File: src/hw/pmi_pkg.sv
package pmi_pkg;

   // ------------------------------------------------------------
   // register offsets
   // ------------------------------------------------------------
   localparam logic [7:0] REG_SUPPLY_GOOD = 8'h02;
   localparam logic [7:0] REG_IRQ_MASK_A = 8'h03;
   localparam logic [7:0] REG_IRQ_MASK_B = 8'h04;
   localparam logic [7:0] REG_IRQ_LATCH_A = 8'h05;
   localparam logic [7:0] REG_IRQ_LATCH_B = 8'h06;
   localparam logic [7:0] REG_FAULT_RESTART_MASK = 8'h07;
   localparam logic [7:0] REG_SW_RESTART = 8'h08;

   // ------------------------------------------------------------
   // field positions of the second mask and latch pair
   // ------------------------------------------------------------
   localparam int BIT_THERMAL = 0;
   localparam int BIT_GPIO_ONE = 1;
   localparam int BIT_GPIO_TWO = 2;
   localparam int BIT_CHARGER_GROUP = 3;
   localparam int BIT_POWER_GROUP = 4;

   // ------------------------------------------------------------
   // values after reset
   // ------------------------------------------------------------
   localparam logic [7:0] IRQ_MASK_RST = 8'h00;
   localparam logic [7:0] FAULT_MASK_RST = 8'hFF;
   localparam logic [7:0] LATCH_RST = 8'h00;

   // ------------------------------------------------------------
   // serial engine
   // ------------------------------------------------------------
   localparam logic [3:0] BITS_PER_BYTE = 4'h8;

   typedef enum logic [2:0] {
      PMI_WAIT = 3'b000,
      PMI_DEV_ADDR = 3'b001,
      PMI_REG_ADDR = 3'b011,
      PMI_WR_DATA = 3'b010,
      PMI_RD_DATA = 3'b110
   } pmi_phase_e;

endpackage

File: src/hw/pmi_evt_if.sv
`timescale 1ns/1ps

interface pmi_evt_if;
   logic [7:0] evt;
   logic [7:0] mask;
   logic clr;
   logic [7:0] latch;
   logic pending;

   modport ctrl (output evt, output mask, output clr, input latch, input pending);
   modport store (input evt, input mask, input clr, output latch, output pending);
endinterface

File: src/hw/pmi_irq_latch.sv
`timescale 1ns/1ps

module pmi_irq_latch (
   // clock and reset
   input wire logic sys_clk,
   input wire logic rst,
   // event group
   pmi_evt_if.store grp
);

   typedef struct packed {
      logic [7:0] latch;
   } pmi_latch_s;

   pmi_latch_s s;
   pmi_latch_s next_s;

   // ------------------------------------------------------------
   // capture
   // ------------------------------------------------------------
   // a new event in the clearing cycle survives the clear
   always_comb begin
      next_s = s;
      next_s.latch = (grp.clr ? pmi_pkg::LATCH_RST : s.latch) | (grp.evt & ~grp.mask);
   end

   always_ff @(posedge sys_clk) begin
      if (rst) begin
         s.latch <= pmi_pkg::LATCH_RST;
      end else begin
         s <= next_s;
      end
   end

   assign grp.latch = s.latch;
   assign grp.pending = |s.latch;

endmodule

File: src/hw/pmi_irq_top.sv
`timescale 1ns/1ps
// Overview of operation
// - interrupt pin is open drain: only pulled low, never driven high
// - thermal fault and both gpio requests each have their own mask bit
// - charger transitions and power transitions are masked as two groups
// - power event on any change of ac, usb, overvoltage or source select
// - the two mask registers live at addresses 3 and 4
// - unmasked requests latch at addresses 5 and 6 until read
// - address 7 picks which supply faults force sleep or restart
// - a write to address 8 starts a software restart
// - address 2 reports live good status of every supply
// - interrupts react to a change of a monitored input, not its level
// - an unmasked supply fault after power-up is done requests a change of operating mode

module pmi_irq_top #(
   // serial slave address, value is arbitrary
   parameter logic [6:0] DEV_ADDR = 7'h2A
) (
   // clock and reset
   input wire logic sys_clk,
   input wire logic rst,
   // serial host pins
   input wire logic scl,
   input wire logic sdaIn,
   output logic sdaOut,
   output logic sdaOe,
   // interrupt pin
   output logic intOut,
   output logic intOe,
   // supply monitor: bucks one to three, then adjustable regulators one to five
   input wire logic [7:0] supplyGood,
   input wire logic powerUpDone,
   // system status
   input wire logic thermalFault,
   input wire logic gpioOneReq,
   input wire logic gpioTwoReq,
   // charger status
   input wire logic [1:0] chargePhase,
   input wire logic dynamicPowerLimit,
   input wire logic chargeSuspend,
   input wire logic thermalFoldback,
   // input power status
   input wire logic acPresent,
   input wire logic usbPresent,
   input wire logic inputOvp,
   input wire logic sysFromUsb,
   // mode change requests
   output logic faultModeChange,
   output logic swRestart
);

   typedef struct packed {
      pmi_pkg::pmi_phase_e phase;
      logic sclPrev;
      logic sdaPrev;
      logic [7:0] shift;
      logic [3:0] bitCnt;
      logic inAck;
      logic rw;
      logic sdaLow;
      logic [7:0] regPtr;
      logic [7:0] maskA;
      logic [7:0] maskB;
      logic [7:0] faultMask;
      logic primed;
      logic [7:0] prevGood;
      logic [2:0] prevSys;
      logic [4:0] prevChg;
      logic [3:0] prevPwr;
      logic swRestart;
      logic faultModeChange;
   } pmi_top_s;

   pmi_top_s s;
   pmi_top_s next_s;
   pmi_evt_if evA ();
   pmi_evt_if evB ();

   pmi_irq_latch u_latch_a (
      .sys_clk(sys_clk),
      .rst(rst),
      .grp(evA.store)
   );
   pmi_irq_latch u_latch_b (
      .sys_clk(sys_clk),
      .rst(rst),
      .grp(evB.store)
   );

   // ------------------------------------------------------------
   // register read mux and address checks
   // ------------------------------------------------------------
   logic [7:0] rdByte;
   logic canRead;
   logic canWrite;
   always_comb begin
      if (s.regPtr == pmi_pkg::REG_SUPPLY_GOOD) begin
         rdByte = supplyGood;
      end else if (s.regPtr == pmi_pkg::REG_IRQ_MASK_A) begin
         rdByte = s.maskA;
      end else if (s.regPtr == pmi_pkg::REG_IRQ_MASK_B) begin
         rdByte = s.maskB;
      end else if (s.regPtr == pmi_pkg::REG_IRQ_LATCH_A) begin
         rdByte = evA.latch;
      end else if (s.regPtr == pmi_pkg::REG_IRQ_LATCH_B) begin
         rdByte = evB.latch;
      end else if (s.regPtr == pmi_pkg::REG_FAULT_RESTART_MASK) begin
         rdByte = s.faultMask;
      end else begin
         rdByte = 8'h00;
      end
   end

   // the restart register reads as zero but is a legal pointer target
   assign canRead = (s.shift >= pmi_pkg::REG_SUPPLY_GOOD) && (s.shift <= pmi_pkg::REG_SW_RESTART);
   assign canWrite = (s.regPtr == pmi_pkg::REG_IRQ_MASK_A) ||
                     (s.regPtr == pmi_pkg::REG_IRQ_MASK_B) ||
                     (s.regPtr == pmi_pkg::REG_FAULT_RESTART_MASK) ||
                     (s.regPtr == pmi_pkg::REG_SW_RESTART);

   // ------------------------------------------------------------
   // next state
   // ------------------------------------------------------------
   logic sclRise;
   logic sclFall;
   logic busStart;
   logic busStop;
   logic [2:0] sysNow;
   logic [4:0] chgNow;
   logic [3:0] pwrNow;
   logic sensing;
   assign sclRise = scl & ~s.sclPrev;
   assign sclFall = ~scl & s.sclPrev;
   assign busStart = scl & s.sclPrev & s.sdaPrev & ~sdaIn;
   assign busStop = scl & s.sclPrev & ~s.sdaPrev & sdaIn;
   assign sysNow = {gpioTwoReq, gpioOneReq, thermalFault};
   assign chgNow = {chargePhase, dynamicPowerLimit, chargeSuspend, thermalFoldback};
   assign pwrNow = {sysFromUsb, inputOvp, usbPresent, acPresent};
   // first cycle after reset only primes the history, so no false change
   assign sensing = s.primed & powerUpDone;

   always_comb begin
      next_s = s;
      next_s.sclPrev = scl;
      next_s.sdaPrev = sdaIn;
      next_s.swRestart = 1'b0;
      evA.clr = 1'b0;
      evB.clr = 1'b0;
      // change detection
      next_s.primed = 1'b1;
      next_s.prevGood = supplyGood;
      next_s.prevSys = sysNow;
      next_s.prevChg = chgNow;
      next_s.prevPwr = pwrNow;
      evA.evt = (supplyGood ^ s.prevGood) & {8{sensing}};
      evA.mask = s.maskA;
      evB.evt = 8'h00;
      evB.evt[pmi_pkg::BIT_THERMAL] = (sysNow[0] ^ s.prevSys[0]) & s.primed;
      evB.evt[pmi_pkg::BIT_GPIO_ONE] = (sysNow[1] ^ s.prevSys[1]) & s.primed;
      evB.evt[pmi_pkg::BIT_GPIO_TWO] = (sysNow[2] ^ s.prevSys[2]) & s.primed;
      evB.evt[pmi_pkg::BIT_CHARGER_GROUP] = (|(chgNow ^ s.prevChg)) & s.primed;
      evB.evt[pmi_pkg::BIT_POWER_GROUP] = (|(pwrNow ^ s.prevPwr)) & s.primed;
      evB.mask = s.maskB;
      // a supply losing its good status is a fault
      next_s.faultModeChange = (|(s.prevGood & ~supplyGood & ~s.faultMask)) & sensing;
      // serial engine: start and stop win over everything else
      if (busStart) begin
         next_s.phase = pmi_pkg::PMI_DEV_ADDR;
         next_s.bitCnt = 4'h0;
         next_s.inAck = 1'b0;
         next_s.sdaLow = 1'b0;
      end else if (busStop) begin
         next_s.phase = pmi_pkg::PMI_WAIT;
         next_s.bitCnt = 4'h0;
         next_s.inAck = 1'b0;
         next_s.sdaLow = 1'b0;
      end else if (s.phase != pmi_pkg::PMI_WAIT) begin
         if (sclRise) begin
            if (s.phase == pmi_pkg::PMI_RD_DATA) begin
               next_s.bitCnt = 4'(s.bitCnt + 4'h1);
            end else if (!s.inAck) begin
               next_s.shift = {s.shift[6:0], sdaIn};
               next_s.bitCnt = 4'(s.bitCnt + 4'h1);
            end
         end else if (sclFall) begin
            if (s.inAck) begin
               // end of our acknowledge clock: act on the byte
               next_s.inAck = 1'b0;
               next_s.sdaLow = 1'b0;
               case (s.phase)
                  pmi_pkg::PMI_DEV_ADDR: begin
                     if (s.rw) begin
                        next_s.phase = pmi_pkg::PMI_RD_DATA;
                        next_s.shift = rdByte;
                        next_s.sdaLow = ~rdByte[7];
                        next_s.bitCnt = 4'h0;
                        evA.clr = (s.regPtr == pmi_pkg::REG_IRQ_LATCH_A);
                        evB.clr = (s.regPtr == pmi_pkg::REG_IRQ_LATCH_B);
                     end else begin
                        next_s.phase = pmi_pkg::PMI_REG_ADDR;
                     end
                  end
                  pmi_pkg::PMI_REG_ADDR: begin
                     next_s.phase = pmi_pkg::PMI_WR_DATA;
                  end
                  pmi_pkg::PMI_WR_DATA: begin
                     next_s.phase = pmi_pkg::PMI_WAIT;
                     if (s.regPtr == pmi_pkg::REG_IRQ_MASK_A) begin
                        next_s.maskA = s.shift;
                     end else if (s.regPtr == pmi_pkg::REG_IRQ_MASK_B) begin
                        next_s.maskB = s.shift;
                     end else if (s.regPtr == pmi_pkg::REG_FAULT_RESTART_MASK) begin
                        next_s.faultMask = s.shift;
                     end else begin
                        next_s.swRestart = 1'b1;
                     end
                  end
                  default: begin
                     next_s.phase = pmi_pkg::PMI_WAIT;
                  end
               endcase
            end else if (s.phase == pmi_pkg::PMI_RD_DATA) begin
               // single byte reads only; host acknowledge is ignored
               if (s.bitCnt == pmi_pkg::BITS_PER_BYTE) begin
                  next_s.sdaLow = 1'b0;
                  next_s.phase = pmi_pkg::PMI_WAIT;
               end else if (s.bitCnt != 4'h0) begin
                  next_s.shift = {s.shift[6:0], 1'b0};
                  next_s.sdaLow = ~s.shift[6];
               end
            end else if (s.bitCnt == pmi_pkg::BITS_PER_BYTE) begin
               // acknowledge slot: pull low to accept, else go idle
               next_s.bitCnt = 4'h0;
               next_s.phase = pmi_pkg::PMI_WAIT;
               case (s.phase)
                  pmi_pkg::PMI_DEV_ADDR: begin
                     if (s.shift[7:1] == DEV_ADDR) begin
                        next_s.phase = s.phase;
                        next_s.rw = s.shift[0];
                        next_s.inAck = 1'b1;
                        next_s.sdaLow = 1'b1;
                     end
                  end
                  pmi_pkg::PMI_REG_ADDR: begin
                     if (canRead) begin
                        next_s.phase = s.phase;
                        next_s.regPtr = s.shift;
                        next_s.inAck = 1'b1;
                        next_s.sdaLow = 1'b1;
                     end
                  end
                  pmi_pkg::PMI_WR_DATA: begin
                     if (canWrite) begin
                        next_s.phase = s.phase;
                        next_s.inAck = 1'b1;
                        next_s.sdaLow = 1'b1;
                     end
                  end
                  default: begin
                     next_s.phase = pmi_pkg::PMI_WAIT;
                  end
               endcase
            end
         end
      end
   end

   // ------------------------------------------------------------
   // state register
   // ------------------------------------------------------------
   always_ff @(posedge sys_clk) begin
      if (rst) begin
         s <= '0;
         s.phase <= pmi_pkg::PMI_WAIT;
         s.sclPrev <= 1'b1;
         s.sdaPrev <= 1'b1;
         s.maskA <= pmi_pkg::IRQ_MASK_RST;
         s.maskB <= pmi_pkg::IRQ_MASK_RST;
         s.faultMask <= pmi_pkg::FAULT_MASK_RST;
      end else begin
         s <= next_s;
      end
   end

   // ------------------------------------------------------------
   // pins
   // ------------------------------------------------------------
   // both open-drain pins only ever pull low
   assign sdaOut = 1'b0;
   assign sdaOe = s.sdaLow;
   assign intOut = 1'b0;
   assign intOe = evA.pending | evB.pending;
   assign faultModeChange = s.faultModeChange;
   assign swRestart = s.swRestart;

endmodule

File: config.mk
export PLATFORM = sky130hd
export DESIGN_NAME = pmi_irq_top
export DESIGN_NICKNAME = d
export VERILOG_FILES = /design/src/hw/pmi_pkg.sv /design/src/hw/pmi_evt_if.sv /design/src/hw/pmi_irq_latch.sv /design/src/hw/pmi_irq_top.sv
export SDC_FILE = /design/constraint.sdc
export NUM_CORES = 1
export LEC_CHECK = 0
export BUFFER_PORTS_ARGS = -buffer_cell sky130_fd_sc_hd__buf_2
export CELL_PAD_IN_SITES_DETAIL_PLACEMENT = 1
export CELL_PAD_IN_SITES_GLOBAL_PLACEMENT = 2
export CORE_UTILIZATION = 33
export DETAILED_ROUTE_END_ITERATION = 8
export PLACE_DENSITY = 0.84
export SETUP_SLACK_MARGIN = 0.2
export SYNTH_ARGS = -nofsm -noshare
export SYNTH_HDL_FRONTEND = slang
export SYNTH_HIERARCHICAL = 1
export SYNTH_SLANG_ARGS = --single-unit
File: constraint.sdc
create_clock -name sys_clk -period 2.15 [get_ports sys_clk]
set_input_delay 0.3225 -clock sys_clk [delete_from_list [all_inputs] [get_ports sys_clk]]
set_output_delay 0.3225 -clock sys_clk [all_outputs]
set_load 0.05 [all_outputs]
==> impl_metrics.yaml <==
sta:
  grt_setup_unrepaired: "true"
  hold_slack_ns: 0.2036
  finalSetupTns_ns: 0
  period_minus_slack_ns: 2.026
  fin_crit_sh_pct: 94.24
  fmax_ghz: 0.4936
  hold_viol: 0
  drv_slew: 0
  finClkSkew_ns: 0.008583
  finalSetupViolations: 0
drt:
  first_iter_violations: 279
  first_pass_iters: 4
  route.vias.total: 4597
  routedWlPerCell_um: 19.49
  ant_nets: 0
  routed_via_density: 5.434
  drc: 0
  wirelength_mm: 16.49
cts:
  cts_hold_repair.buffers: 0
  clockBufferDepth: 2
  cts_max_level: 3
  clock_latency_ns: 0.36
  clk_pin_slew_worst_paths_ns: 0.07
  cts_buffers: 9
  cts.sinks: 91
  cts_tree: "yes"
  clockRootBuffer: "clkbuf_16"
worst_setup_path:
  cp_data_arrival_time_ns: 2.27
  crit_path_end_kind: "register"
  path_cells: "or4b_4 > o32a_1 > o2111ai_2 > o211ai_1 > o311a_1"
  regToRegStartpoint: "s[65]"
  cp_data_required_time_ns: 2.39
  crit_path_start: "s[65]"
  critical_path_class: "register to register"
  crit_fanout: 5
  critPathBufInv: 0
  start_kind: "register"
  critical-path-top-delay-family: "compound AO/OA/AOI/OAI gates"
  slowest_delay_ns: 0.53
  cpMaxStageDelayCell: "or4b_4"
grt:
  grt_pass1_vias: 4694
  grtUsageTotal_pct: 21.74
  grt_overflow_total: 0
  grtUsageMet2_pct: 35.91
  grt_use_met3_pct: 3.526
  grtUsageMet1_pct: 27.55
  grt_pass1_wl_mm: 25.01
  busiest_layer: "met2"
  grt_max_degree: 68
  grt_antenna_before_repair: 0
cells_and_area:
  antenna_cells: 0
  fillers: 1760
  area_delta_synth_final_pct: 26.85
  drive_above_1_share_pct: 29.00
  fin_util_pct: 42.95
  stdcell_count: 846
  fin_nets: 696
floorplanning:
  die_w_um: 124.1
  rows: 44
  die_h_um: 124.1
  start_util_pct: 33.86
  coreArea_um2: 14530
  die_area_um2: 15400
  num_io_pins: 31
placement:
  io_buffers: 28
  dpl.cell_count: 822
  place_congestion: 0.8862
  dp_hpwl_mm: 11.69
synth:
  yosys_warnings: 6
  synth_flop_cell: "dfxtp_1"
  synth-simple-area-share_pct: 28.40
  synth-xor-area-share_pct: 2.822
  synth_mux_area_share_pct: 4.144
  synth_area_um2: 4921
  synth.distinct_cells: 71
  synth_edf_count: 0
  synthAdderAreaFrac_pct: 3.560
  synth.avg_cell_area_um2: 8.188
  ys_seq_elements: 91
  synthArstFlopShare_pct: 0
  synth-compound-area-share_pct: 18.00
  ys_seq_area_share_pct: 37.02
  synth_cells: 601
  synth_top_family_by_area: "simple AND/OR/NAND/NOR gates"
pwr:
  ir_drop_mv: 0.3878
  leakage_nw: 2.423
  power_density_nw_per_um2: 589.5
  total_power_w: 0.003680
status:
  run_status: "finished, final reports clean"
worst_hold_path:
  hold_path.class: "primary input to register"
  hold_start: "chargePhase[1]"
job:
  drv_cap: 0
[final timing paths]
path,end,slack [ns],cells past startpoint
worst min register to register,evB.mask[0],0.48,2
worst min-delay path,s[10],0.20,2
worst max register to register,sdaOe,0.12,5
worst max-delay path,sdaOe,0.12,5
[metrics by stage]
step	cell area [µm²]	setup WS [ns]
after floorplan	4949	0.2044
after global placement	5490	0.01654
after detailed placement	5490	-0.03145
after CTS	5899	0.1316
after global routing	6242	0.08373
final	6242	0.1239
[repair_timing]
item                       4_1_cts  5_1_grt
gates resized for setup         29       72
setup endpoints to repair       57       63
gates cloned                     2        0
pin swaps                        7       22
buffers inserted                 1        5
[cells in the final DEF, fill, tap and decap left out, types with 17 or more instances in the layout]
master	count
mux2i_1	17
nor2b_1	18
nor2_1	44
inv_1	22
nand3_1	30
buf_2	27
dfxtp_1	78
a21oi_1	42
buf_4	44
nand2_1	58
nand2b_1	39
[final cells by class]
type,count,area (µm²),share of cell area [%]
Timing Repair Buffer,81,595.6,9.541
Clock inverter,7,67.56,1.082
Sequential cell,91,1843,29.52
Tap cell,184,230.2,3.688
Clock buffer,9,225.2,3.608
Multi-Input combinational cell,448,3182,50.97
Inverter,26,98.84,1.583
[cell usage after synthesis (6+ instances only)]
cell type | instances | area (µm²)
nor2b_1 | 20 | 125.1
o211ai_1 | 14 | 105.1
inv_1 | 24 | 90.09
nor3_1 | 8 | 40.04
nand2b_1 | 47 | 294.0
ha_1 | 14 | 175.2
buf_2 | 13 | 65.06
o21ai_0 | 12 | 60.06
clkbuf_1 | 21 | 78.83
nand2_1 | 60 | 225.2
nor4_1 | 7 | 43.79
nor2_1 | 51 | 191.4
mux2i_1 | 17 | 170.2
xor2_1 | 11 | 96.34
nand3_1 | 37 | 185.2
a21oi_1 | 50 | 250.2
a21o_1 | 6 | 45.04
dfxtp_1 | 91 | 1822
[cells by family after synthesis]
logic type                 Yosys count
AOI/OAI and AO/OA                  129
xor gates and xnor gates            15
adders and majority gates           14
buffers and inverters               67
DFF                                 91
muxes                               19
other                                1
and+or+nand+nor                    265
[registers in the layout, summed over array words and instances (netlist names)]
name / flops
u_latch_b/grp.latch: 8
swRestart: 1
faultModeChange: 1
s: 56
sdaOe: 1
evA.mask: 8
evB.mask: 8
u_latch_a/grp.latch: 8
[where the power goes]
part | switching, W | internal (W) | leakage (nW)
Sequential | 0.0000420 | 0.00173 | 0.750
Clock | 0.000780 | 0.000813 | 0.140
Combinational | 0.000184 | 0.000129 | 1.53
[metal layers]
layer	up-vias	share of wire, %
met4	0	3.1
met1	2263	45
met2	92	49
li1	2205	-
met3	37	3.5
met5	-	0
Power figures use the tool's default switching activity.
